### src/include/mq_defs.svh
// Offsets, geometry and buffer depth of the message queue unit.
// Included by the package only; expects nothing else to have been defined.
`ifndef MQ_DEFS_SVH
`define MQ_DEFS_SVH

// ****************************************************************
// Queue port offsets inside the first memory window
// ****************************************************************
`define MQ_INQ_PORT      32'h0000_0040
`define MQ_OUTQ_PORT     32'h0000_0044
`define MQ_CFG_LAST      32'h0000_00FF
`define MQ_EMPTY_WORD    32'hFFFF_FFFF

// ****************************************************************
// Circular queue geometry
// ****************************************************************
`define MQ_PTR_W         19
`define MQ_ENTRY_BYTES   19'h0_0004
`define MQ_MIN_BYTES     19'h0_4000
`define MQ_MAX_CODE      5'h04
`define MQ_BASE_W        12
`define MQ_BASE_LSB      20
`define MQ_BUF_DEPTH     2

`endif

### src/include/mq_pkg.sv
// Types shared by the message queue unit and its request buffer.
// Assumes mq_defs.svh is on the include path.
`include "mq_defs.svh"

package mq_pkg;

	// Queue order matches the layout in local memory.
	typedef enum logic [1:0] {
		QIN_FREE,
		QIN_POST,
		QOUT_POST,
		QOUT_FREE
	} qid_t;

	typedef enum logic [1:0] {
		ST_IDLE,
		ST_WR_WAIT,
		ST_RD_WAIT,
		ST_PF_WAIT
	} state_t;

	typedef logic [`MQ_PTR_W-1:0] ptr_t;

	// One memory request: write flag, address and write data.
	typedef struct packed {
		logic        write;
		logic [31:0] addr;
		logic [31:0] data;
	} memreq_t;

	typedef struct packed {
		state_t         st;
		qid_t           busyQ;
		logic [3:0][`MQ_PTR_W-1:0] head;
		logic [3:0][`MQ_PTR_W-1:0] tail;
		logic [3:0]     full;
		logic [1:0]     pfValid;
		logic [1:0][31:0] pfData;
		logic           ovf;
		logic           ack;
		logic           retry;
		logic [31:0]    rdData;
		logic           reqValid;
		memreq_t        req;
		logic [`MQ_PTR_W-1:0] ptrRd;
	} mq_state_t;

endpackage

### src/include/mq_buf_if.sv
// Valid/ready carrier for memory requests between the unit and its buffer.
// Single clock domain; no clocking block.
`timescale 1ns/1ps
`default_nettype none

interface mq_buf_if;
	logic               valid;
	logic               ready;
	mq_pkg::memreq_t    data;

	modport src (output valid, output data, input ready);
	modport snk (input valid, input data, output ready);
endinterface

`default_nettype wire

### src/rtl/message_queue_port_unit.sv
// Message queue port unit: four circular queues of frame addresses in local memory,
// reached by the PCI side through two queue ports in the first memory window.
// Assumes target core, local memory and config bits run on mclk; the core holds
// pciReq until it sees pciAck or pciRetry.
//
// Behaviour
// [RULE1] Local processor adds inbound free frames, advances head.
// [RULE2] Empty inbound free read returns all ones.
// [RULE3] Inbound read returns tail entry, advances tail.
// [RULE4] Prefetch enabled inbound free entry into holding register.
// [RULE5] Inbound port write stores at post head, advances.
// [RULE6] Local processor owns and advances inbound post tail.
// [RULE7] Inbound post not empty raises masked local interrupt.
// [RULE8] Retry all accesses until inbound post write done.
// [RULE9] Local master posts outbound frames, advances head.
// [RULE10] Outbound read returns all ones or post tail.
// [RULE11] Outbound post pointers differ raises masked PCI interrupt.
// [RULE12] Prefetch tail after tail advance or head from empty.
// [RULE13] Outbound port write stores at free head, advances.
// [RULE14] Local processor checks outbound free before taking.
// [RULE15] Outbound free full raises overflow interrupt and status.
// [RULE16] Retry all accesses until outbound free write done.
// [RULE17] Local processor performs the enable sequence.
// [RULE18] Retry every access until init done is set.
// [RULE19] Offsets up to FFh reach configuration registers.
// [RULE20] Offsets above FFh reach space one past base.
// [RULE21] Inbound free frames must lie above FFh.
// [RULE22] Device wraps its pointers and adds queue base.
// [RULE23] Empty when disabled or head equals tail.
// [RULE24] Full only when enabled and head advance meets tail.
// [RULE25] Four equal queues contiguous in fixed order.
// [RULE26] One pointer update per single word access.
`timescale 1ns/1ps
`default_nettype none

module message_queue_port_unit (
	input  wire logic                 mclk,
	input  wire logic                 arst_n,
	input  wire logic                 pciReq,
	input  wire logic                 pciWrite,
	input  wire logic [31:0]          pciOffset,
	input  wire logic [31:0]          pciWrData,
	output logic                      pciAck,
	output logic                      pciRetry,
	output logic [31:0]               pciRdData,
	output logic                      cfgHit,
	output logic                      space1Hit,
	output logic [31:0]               space1Addr,
	input  wire logic [31:0]          space1LocalBase,
	input  wire logic                 queueEnable,
	input  wire logic                 decodeEnable,
	input  wire logic                 initDone,
	input  wire logic                 inFreePrefetchEn,
	input  wire logic                 inPostIrqMask,
	input  wire logic                 outPostIrqMask,
	input  wire logic                 errorPinMode,
	input  wire logic [`MQ_BASE_W-1:0] queueBase,
	input  wire logic [4:0]           queueSizeCode,
	input  wire logic                 ptrWrEn,
	input  wire logic                 ptrWrTail,
	input  wire mq_pkg::qid_t         ptrWrQ,
	input  wire mq_pkg::ptr_t         ptrWrData,
	input  wire logic                 ptrRdTail,
	input  wire mq_pkg::qid_t         ptrRdQ,
	output mq_pkg::ptr_t              ptrRdData,
	input  wire logic                 ovfClear,
	output logic [3:0]                emptyFlags,
	output logic [3:0]                fullFlags,
	output logic                      inPostNotEmpty,
	output logic                      outPostIrqStatus,
	output logic                      outFreeOverflow,
	output logic                      local_irq_out_n,
	output logic                      local_error_irq_n,
	output logic                      pciIrq_n,
	output logic                      memValid,
	input  wire logic                 memReady,
	output logic                      memWrite,
	output logic [31:0]               memAddr,
	output logic [31:0]               memWrData,
	input  wire logic                 memDone,
	input  wire logic [31:0]          memRdData
);
	import mq_pkg::*;

	// ****************************************************************
	// Helper functions
	// ****************************************************************
	// Queue size in bytes; codes above the largest size clamp to it.
	function automatic ptr_t sizeBytes(input logic [4:0] code);
		logic [4:0] c;
		c = (code > `MQ_MAX_CODE) ? `MQ_MAX_CODE : code;
		return ptr_t'(`MQ_MIN_BYTES << c);
	endfunction

	// Next pointer value, wrapping to zero at the queue size.
	function automatic ptr_t nextPtr(input ptr_t p, input logic [4:0] code);
		ptr_t n;
		n = p + `MQ_ENTRY_BYTES;
		return (n >= sizeBytes(code)) ? '0 : n; // see [RULE22]
	endfunction

	// Local address of an entry: base plus queue index times size plus offset.
	function automatic logic [31:0] entryAddr(input logic [`MQ_BASE_W-1:0] base,
	                                          input logic [4:0] code,
	                                          input qid_t q,
	                                          input ptr_t p);
		logic [31:0] qOff;
		qOff = 32'(sizeBytes(code)) * 32'(q); // see [RULE25]
		return {base, `MQ_BASE_LSB'(0)} + qOff + 32'(p); // see [RULE22]
	endfunction

	mq_state_t stateFf;
	mq_state_t nxtState;
	mq_buf_if  reqIn ();
	mq_buf_if  reqOut ();
	logic [3:0] empty;
	logic      isInPort;
	logic      isOutPort;
	logic      isPort;
	logic      newReq;
	logic      pfInWant;
	logic      pfOutWant;

	// ****************************************************************
	// Decode of the shared window
	// ****************************************************************
	// Empty is forced while the queues are disabled.
	always_comb begin
		for (int i = 0; i < 4; i++) begin
			empty[i] = !queueEnable || (stateFf.head[i] == stateFf.tail[i]); // see [RULE23]
		end
	end

	assign isInPort  = (pciOffset == `MQ_INQ_PORT);
	assign isOutPort = (pciOffset == `MQ_OUTQ_PORT);
	assign isPort    = decodeEnable && (isInPort || isOutPort);
	// A request still high in the cycle its answer shows is the old one.
	assign newReq    = pciReq && !stateFf.ack && !stateFf.retry;

	// Accesses pass to config or space 1 only when nothing forces a retry.
	assign cfgHit     = newReq && decodeEnable && initDone && (stateFf.st != ST_WR_WAIT) &&
	                    !isPort && (pciOffset <= `MQ_CFG_LAST); // see [RULE19]
	assign space1Hit  = newReq && decodeEnable && initDone && (stateFf.st != ST_WR_WAIT) &&
	                    (pciOffset > `MQ_CFG_LAST); // see [RULE20]
	// The low 100h of space 1 are shadowed by the config block.
	assign space1Addr = space1LocalBase + pciOffset; // see [RULE20]

	// Prefetch wanted: tail entry not held yet and the queue holds something.
	assign pfInWant  = inFreePrefetchEn && !empty[QIN_FREE] && !stateFf.pfValid[0]; // see [RULE4]
	assign pfOutWant = !empty[QOUT_POST] && !stateFf.pfValid[1]; // see [RULE12]

	// ****************************************************************
	// Request buffer towards local memory
	// ****************************************************************
	// One request open at a time; a stalled memory holds it in the buffer.
	assign reqIn.valid = stateFf.reqValid;
	assign reqIn.data  = stateFf.req;

	mq_req_buffer #(
		.DEPTH (`MQ_BUF_DEPTH)
	) u_req_buffer (
		.mclk  (mclk),
		.arst_n(arst_n),
		.fill  (reqIn.snk),
		.drain (reqOut.src)
	);

	assign memValid     = reqOut.valid;
	assign memWrite     = reqOut.data.write;
	assign memAddr      = reqOut.data.addr;
	assign memWrData    = reqOut.data.data;
	assign reqOut.ready = memReady;

	// ****************************************************************
	// Main sequencer
	// ****************************************************************
	// One process forms the whole next state.
	always_comb begin
		nxtState       = stateFf;
		nxtState.ack   = 1'b0;
		nxtState.retry = 1'b0;
		if (stateFf.reqValid && reqIn.ready) begin
			nxtState.reqValid = 1'b0;
		end

		unique case (stateFf.st)
			ST_IDLE: begin
				if (newReq && !initDone) begin
					nxtState.retry = 1'b1; // see [RULE18]
				end else if (newReq && isPort && pciWrite) begin
					// Posted write: answered now, stored afterwards under retry cover.
					nxtState.ack      = 1'b1;
					nxtState.busyQ    = isInPort ? QIN_POST : QOUT_FREE; // see [RULE5] [RULE13]
					nxtState.reqValid = 1'b1;
					nxtState.req      = '{write: 1'b1,
					                      addr: entryAddr(queueBase, queueSizeCode,
					                                      nxtState.busyQ,
					                                      stateFf.head[nxtState.busyQ]),
					                      data: pciWrData};
					nxtState.st       = ST_WR_WAIT;
				end else if (newReq && isPort) begin
					nxtState.busyQ = isInPort ? QIN_FREE : QOUT_POST;
					if (empty[nxtState.busyQ]) begin
						nxtState.ack    = 1'b1;
						nxtState.rdData = `MQ_EMPTY_WORD; // see [RULE2] [RULE10]
					end else if (stateFf.pfValid[isOutPort]) begin
						// Held entry answers at once; no wait on local memory.
						nxtState.ack                = 1'b1;
						nxtState.rdData             = stateFf.pfData[isOutPort]; // see [RULE4]
						nxtState.pfValid[isOutPort] = 1'b0;
						nxtState.tail[nxtState.busyQ] =
							nextPtr(stateFf.tail[nxtState.busyQ], queueSizeCode); // see [RULE26]
					end else begin
						nxtState.reqValid = 1'b1;
						nxtState.req      = '{write: 1'b0,
						                      addr: entryAddr(queueBase, queueSizeCode,
						                                      nxtState.busyQ,
						                                      stateFf.tail[nxtState.busyQ]),
						                      data: 32'h0000_0000}; // see [RULE3] [RULE10]
						nxtState.st       = ST_RD_WAIT;
					end
				end else if (!newReq && (pfInWant || pfOutWant)) begin
					// Prefetch starts only in idle bus cycles; a host access arriving during it waits until ST_PF_WAIT ends.
					nxtState.busyQ    = pfOutWant ? QOUT_POST : QIN_FREE;
					nxtState.reqValid = 1'b1;
					nxtState.req      = '{write: 1'b0,
					                      addr: entryAddr(queueBase, queueSizeCode,
					                                      nxtState.busyQ,
					                                      stateFf.tail[nxtState.busyQ]),
					                      data: 32'h0000_0000}; // see [RULE12]
					nxtState.st       = ST_PF_WAIT;
				end
			end
			ST_WR_WAIT: begin
				if (newReq) begin
					nxtState.retry = 1'b1; // see [RULE8] [RULE16]
				end
				if (memDone) begin
					nxtState.head[stateFf.busyQ] =
						nextPtr(stateFf.head[stateFf.busyQ], queueSizeCode); // see [RULE5] [RULE13]
					if (queueEnable &&
					    nxtState.head[stateFf.busyQ] == stateFf.tail[stateFf.busyQ]) begin
						nxtState.full[stateFf.busyQ] = 1'b1; // see [RULE24]
						if (stateFf.busyQ == QOUT_FREE) begin
							nxtState.ovf = 1'b1; // see [RULE15]
						end
					end
					nxtState.st = ST_IDLE;
				end
			end
			ST_RD_WAIT: begin
				if (memDone) begin
					nxtState.ack    = 1'b1;
					nxtState.rdData = memRdData; // see [RULE3] [RULE10]
					nxtState.tail[stateFf.busyQ] =
						nextPtr(stateFf.tail[stateFf.busyQ], queueSizeCode); // see [RULE26]
					nxtState.st     = ST_IDLE;
				end
			end
			ST_PF_WAIT: begin
				if (memDone) begin
					nxtState.pfData[stateFf.busyQ == QOUT_POST]  = memRdData; // see [RULE4]
					nxtState.pfValid[stateFf.busyQ == QOUT_POST] = 1'b1;
					nxtState.st = ST_IDLE;
				end
			end
		endcase

		// Local processor pointer writes; a tail rewrite drops the held entry.
		if (ptrWrEn) begin
			if (ptrWrTail) begin
				nxtState.tail[ptrWrQ] = ptrWrData; // see [RULE6] [RULE14]
				if (ptrWrQ == QIN_FREE) nxtState.pfValid[0] = 1'b0;
				if (ptrWrQ == QOUT_POST) nxtState.pfValid[1] = 1'b0;
			end else begin
				nxtState.head[ptrWrQ] = ptrWrData; // see [RULE1] [RULE9]
				if (queueEnable && ptrWrData == stateFf.tail[ptrWrQ] &&
				    ptrWrData != stateFf.head[ptrWrQ]) begin
					nxtState.full[ptrWrQ] = 1'b1; // see [RULE24]
				end
			end
		end

		// Full clears once disabled or the pointers part again.
		for (int i = 0; i < 4; i++) begin
			if (!queueEnable || nxtState.head[i] != nxtState.tail[i]) begin
				nxtState.full[i] = 1'b0; // see [RULE24]
			end
		end
		if (!queueEnable) begin
			nxtState.pfValid = '0;
		end

		// A new overflow in the clearing cycle survives the clear unless the flag was already set.
		if (ovfClear && !(nxtState.ovf && !stateFf.ovf)) begin
			nxtState.ovf = 1'b0; // see [RULE15]
		end
		nxtState.ptrRd = ptrRdTail ? stateFf.tail[ptrRdQ] : stateFf.head[ptrRdQ];
	end

	always_ff @(posedge mclk or negedge arst_n) begin
		if (!arst_n) begin
			stateFf <= '0;
		end else begin
			stateFf <= nxtState;
		end
	end

	// ****************************************************************
	// Status and interrupt outputs
	// ****************************************************************
	assign pciAck           = stateFf.ack;
	assign pciRetry         = stateFf.retry;
	assign pciRdData        = stateFf.rdData;
	assign ptrRdData        = stateFf.ptrRd;
	assign emptyFlags       = empty;
	assign fullFlags        = stateFf.full;
	assign inPostNotEmpty   = !empty[QIN_POST]; // see [RULE7]
	assign outPostIrqStatus = !empty[QOUT_POST]; // see [RULE11]
	assign outFreeOverflow  = stateFf.ovf;

	// Overflow goes to the pin chosen by the bus mode.
	assign local_irq_out_n   = !((inPostNotEmpty && !inPostIrqMask) ||
	                             (stateFf.ovf && !errorPinMode)); // see [RULE7] [RULE15]
	assign local_error_irq_n = !(stateFf.ovf && errorPinMode); // see [RULE15]
	assign pciIrq_n          = !(outPostIrqStatus && !outPostIrqMask); // see [RULE11]
endmodule

`default_nettype wire

### src/rtl/mq_req_buffer.sv
// Two-entry request buffer with valid and ready on both sides.
// Assumes one clock; the drain side may stall at will.
`timescale 1ns/1ps
`default_nettype none

module mq_req_buffer
	import mq_pkg::*;
#(
	parameter int DEPTH = `MQ_BUF_DEPTH
) (
	input  wire logic mclk,
	input  wire logic arst_n,
	mq_buf_if.snk     fill,
	mq_buf_if.src     drain
);
	import mq_pkg::*;

	typedef struct packed {
		logic [DEPTH-1:0][$bits(memreq_t)-1:0] mem;
		logic [$clog2(DEPTH)-1:0]              wrIdx;
		logic [$clog2(DEPTH)-1:0]              rdIdx;
		logic [$clog2(DEPTH):0]                count;
	} buf_state_t;

	buf_state_t stateFf;
	buf_state_t nxtState;
	logic       push;
	logic       pop;

	// ****************************************************************
	// Handshakes
	// ****************************************************************
	// Full and empty come straight from the count.
	assign fill.ready  = (stateFf.count != ($clog2(DEPTH)+1)'(DEPTH));
	assign drain.valid = (stateFf.count != '0);
	assign drain.data  = memreq_t'(stateFf.mem[stateFf.rdIdx]);
	assign push        = fill.valid && fill.ready;
	assign pop         = drain.valid && drain.ready;

	// Next state: index-addressed storage with wrapping pointers.
	always_comb begin
		nxtState = stateFf;
		if (push) begin
			nxtState.mem[stateFf.wrIdx] = fill.data;
			nxtState.wrIdx = (stateFf.wrIdx == ($clog2(DEPTH))'(DEPTH-1)) ? '0 : stateFf.wrIdx + 1'b1;
		end
		if (pop) begin
			nxtState.rdIdx = (stateFf.rdIdx == ($clog2(DEPTH))'(DEPTH-1)) ? '0 : stateFf.rdIdx + 1'b1;
		end
		if (push && !pop) begin
			nxtState.count = stateFf.count + 1'b1;
		end else if (pop && !push) begin
			nxtState.count = stateFf.count - 1'b1;
		end
	end

	always_ff @(posedge mclk or negedge arst_n) begin
		if (!arst_n) begin
			stateFf <= '0;
		end else begin
			stateFf <= nxtState;
		end
	end
endmodule

`default_nettype wire

### config.mk
export PLATFORM = sky130hd
export DESIGN_NAME = message_queue_port_unit
export DESIGN_NICKNAME = d
export VERILOG_FILES = /design/src/include/mq_pkg.sv /design/src/include/mq_buf_if.sv /design/src/rtl/message_queue_port_unit.sv /design/src/rtl/mq_req_buffer.sv
export VERILOG_INCLUDE_DIRS = /design/src /design/src/include
export SDC_FILE = /design/constraint.sdc
export NUM_CORES = 2
export LEC_CHECK = 0
export ABC_CLOCK_PERIOD_IN_PS = 5700
export BUFFER_PORTS_ARGS = -buffer_cell sky130_fd_sc_hd__buf_4
export CORE_MARGIN = 3
export CORE_UTILIZATION = 50
export DETAILED_ROUTE_END_ITERATION = 16
export PLACE_DENSITY = 0.73
export RECOVER_POWER = 50
export SKIP_LAST_GASP = 1
export SLEW_MARGIN = 40
export SYNTH_ARGS = -nofsm -noshare
export SYNTH_HDL_FRONTEND = slang
export SYNTH_SLANG_ARGS = --single-unit
### constraint.sdc
create_clock -name mclk -period 5.7 [get_ports mclk]
set_input_delay 0.57 -clock mclk [delete_from_list [all_inputs] [get_ports mclk]]
set_output_delay 0.57 -clock mclk [all_outputs]
set_load 0.01 [all_outputs]
==> metrics.txt <==
final setup vio count=1; cell leakage power=18.8 nW; area of the multi-input gates=0.0205 mm²; crit path cell chain=clkbuf_1 > nand4_1 > or4_1 > or4_1 > nand3_2 > and2_1 > ha_1 > a21o_1 > buf_4 > nor3_1 > mux2i_1 > buf_4 > o211ai_1 > nor2_1 > a221o_1 > nor4_1 > nand4_1 > nor4b_2; clock tree buffer depth=3; GPL Wtd Cong=1.20; fmax=175 MHz; Critical Path Start Type=register; Layout Utilization=62.1%; Pre-Repair DR Iteration Count=10; DRC=0; CP endpoint kind=register; WP data arrival=6280 ps; # rows=95; Buffers & Inverters on Critical Path=3; WS Path Type=register to register; critical path's top delay family=simple AND/OR/NAND/NOR gates; Comb power frac=59.1%; Area growth syn-to-layout=22.8%; non-filler cells, final=5015; Syn Inst Count=3544; Port Buffer Count=351; slowest CP cell=clkbuf_1; Slew @ Worst Pin=3550 ps; CTS buffer count=54; predominant post-synthesis flop cell=dfrtp_1; top cell type's share of synthesized area=35.3%; fillers=5692; H-tree Lvls=2; crit-path max FO=10; Post-synth EDFFs=0; Syn. warnings=0; Root Buffer Master=clkbuf_16; Final Total Pwr=23.0 mW; CTS tree=built; Net Sw Power=11.0 mW; routed vias=34200; sw frac=47.7%; final setup TNS=-20.4 ps; HP Class=input pin to register; Flop pwr share=25.0%; Tot GR Track Use=43.4%; final WL=158000 µm; Commonest cells post-synth=dfrtp_1 (480), nand2_1 (348), mux2_2 (290); largest area contributor in the netlist=dfrtp_1; DR vias/cell=6.82; clk slew on worst S/H paths=60 ps; share of layout cells above drive strength 1=31.9%; Synthesized Nets=3815; max-slew violations=298; cell with the most instances after synthesis=dfrtp_1; Final Instance Area=0.0418 mm²; PwrDens=549 mW/mm²; Initial DRC Count=5371; Slew HR=-136%; Clock Power Share=15.9%; Detail Route Antenna Nets=0; vias in the first global route=32200; Worst Skew=62.4 ps; final number of hold-violating endpoints=0; Layout Nets=4363; die height=267 µm; DR WL/cell=31.6 µm; Post-Syn Area=0.0340 mm²; antenna violations before repair=15; Starting Density=50.6%; fin crit share=100%; Synth Register Bits=480; placed cell area=0.0400 mm²; post-synthesis async set-or-reset flop share=100%; final global-route overflow total=0; maxcap violations=6; DP HPWL=119000 µm; total core area=0.0673 mm²; setup ws final=-20.4 ps; Seq/Total Area, Yosys=35.3%; status=finished with violations; Synth area leaders=dfrtp_1 (35%), mux2_2 (9.6%), mux4_2 (7.3%); global-route wire length before repair=224000 µm; unrepaired setup endpoints after global routing=true; Req. time, crit path=6260 ps; Tmin final=5720 ps; CTS Sinks=480; placed insts=4900; internal power=12.0 mW; Die Span X=267 µm; register area=0.0120 mm²; num ports=352; largest net degree at the start of global routing=107; Max stage delay on crit path=720 ps; Mean Syn Cell Area=9.60 µm²; VDD IR-drop max=0.341 mV; Distinct cells, synth=95; DIE AREA=0.0712 mm²; failing checks=capacitance limit, slew limit, setup timing; Clock Latency Late Sink=660 ps
## state kept, by name (all words and copies together), names as in the netlist
register,flops
u_req_buffer.stateFf,134
fullFlags,4
pciRetry,1
outFreeOverflow,1
stateFf,222
reqIn.valid,1
pciRdData,32
pciAck,1
ptrRdData,19
reqIn.data,65
## per-stage QoR
stage          hold WS, ps  setup slack, ps
2_1_floorplan          274            -35.4
3_3_place_gp           473             -517
3_5_place_dp           481             -584
4_1_cts                120             26.9
5_1_grt                125            -75.8
6_report               139            -20.4
## power groups by stage
| stage | registers [mW] | logic, mW | clock network (mW) |
|---|---|---|---|
| 2_1_floorplan | 5.12 | 7.02 | 0 |
| 3_3_place_gp | 5.62 | 12.7 | 0 |
| 3_5_place_dp | 5.66 | 12.7 | 0 |
| 4_1_cts | 5.62 | 12.8 | 3.66 |
| 5_1_grt | 5.75 | 13.9 | 3.81 |
| 6_report | 5.75 | 13.6 | 3.64 |
## cell families (layout without fill, tap and decap cells)
kind of cell    Yosys count  in the layout  share of synthesized area, %
mux                     452            452                          18.6
other cells               0              5                             0
xor+xnor                273            273                          7.03
flops                   480            480                          35.3
fa+ha+maj                86             86                          3.34
compound gates          830            830                          16.0
buf+inv                 399            992                          5.31
simple gates           1024           1024                          14.4
## worst reg2reg max path, cell delays in order, from the launching register on
cell	delay, ps
dfrtp_1	500
clkbuf_1	720
nand4_1	560
or4_1	590
or4_1	500
nand3_2	80
and2_1	130
ha_1	240
a21o_1	210
buf_4	170
nor3_1	190
mux2i_1	160
buf_4	180
o211ai_1	210
nor2_1	100
a221o_1	370
nor4_1	370
nand4_1	170
nor4b_2	230
## layout by cell type, fill, tap and decap left out, types with 41 or more instances in the layout
cell type  instances
a21oi_1          227
a22oi_1           57
a31oi_1           41
buf_4            738
clkbuf_1          68
clkbuf_16         54
dfrtp_1          477
ha_1              76
inv_1             83
mux2_2           278
mux2i_1           47
mux4_2           110
nand2_1          343
nand3_1           99
nand4_1           47
nor2_1           252
nor3_1            51
o211ai_1          49
o21ai_0          146
xnor2_1          128
xor2_1           141
## cell type report
class,instances,share of cell area (%)
Clock inverter,26,0.814
Inverter,84,0.754
Multi-Input combinational cell,2665,49.1
Timing Repair Buffer,807,14.3
Antenna cell,5,0.0299
Tap cell,873,2.61
Sequential cell,480,28.8
Clock buffer,75,3.66
## per-layer routing
layer | global-route usage (%) | wire length (µm) | up-vias
li1 | - | - | 14100
met1 | 54.2 | 57200 | 16500
met2 | 61.6 | 63700 | 2830
met3 | 18.2 | 23300 | 787
met4 | 28.2 | 14200 | 10
met5 | 0.541 | 100 | -
## what timing repair did
action                                 4_1_cts  5_1_grt
gates resized for setup                      0       24
endpoints found under the hold margin       20        0
hold buffers                                 1        0
setup endpoints to repair                    0        5
buffers inserted                             0        5
## final timing paths
path | start | endpoint | slack (ps) | depth (start not counted)
worst max register to register | stateFf[238]$_DFF_PN0_ | fullFlags[0]$_DFF_PN0_ | -20 | 18
worst max-delay path | stateFf[238]$_DFF_PN0_ | fullFlags[0]$_DFF_PN0_ | -20 | 18
min in group asynchronous | arst_n | ptrRdData[3]$_DFF_PN0_ | 700 | 2
max in group asynchronous | arst_n | stateFf[342]$_DFFE_PN0P_ | 840 | 3
worst min-delay path | pciWrData[28] | reqIn.data[28]$_DFFE_PN0P_ | 140 | 2
worst min register to register | reqIn.data[1]$_DFFE_PN0P_ | reqIn.data[1]$_DFFE_PN0P_ | 490 | 2
(Power assumes the default switching activity.)
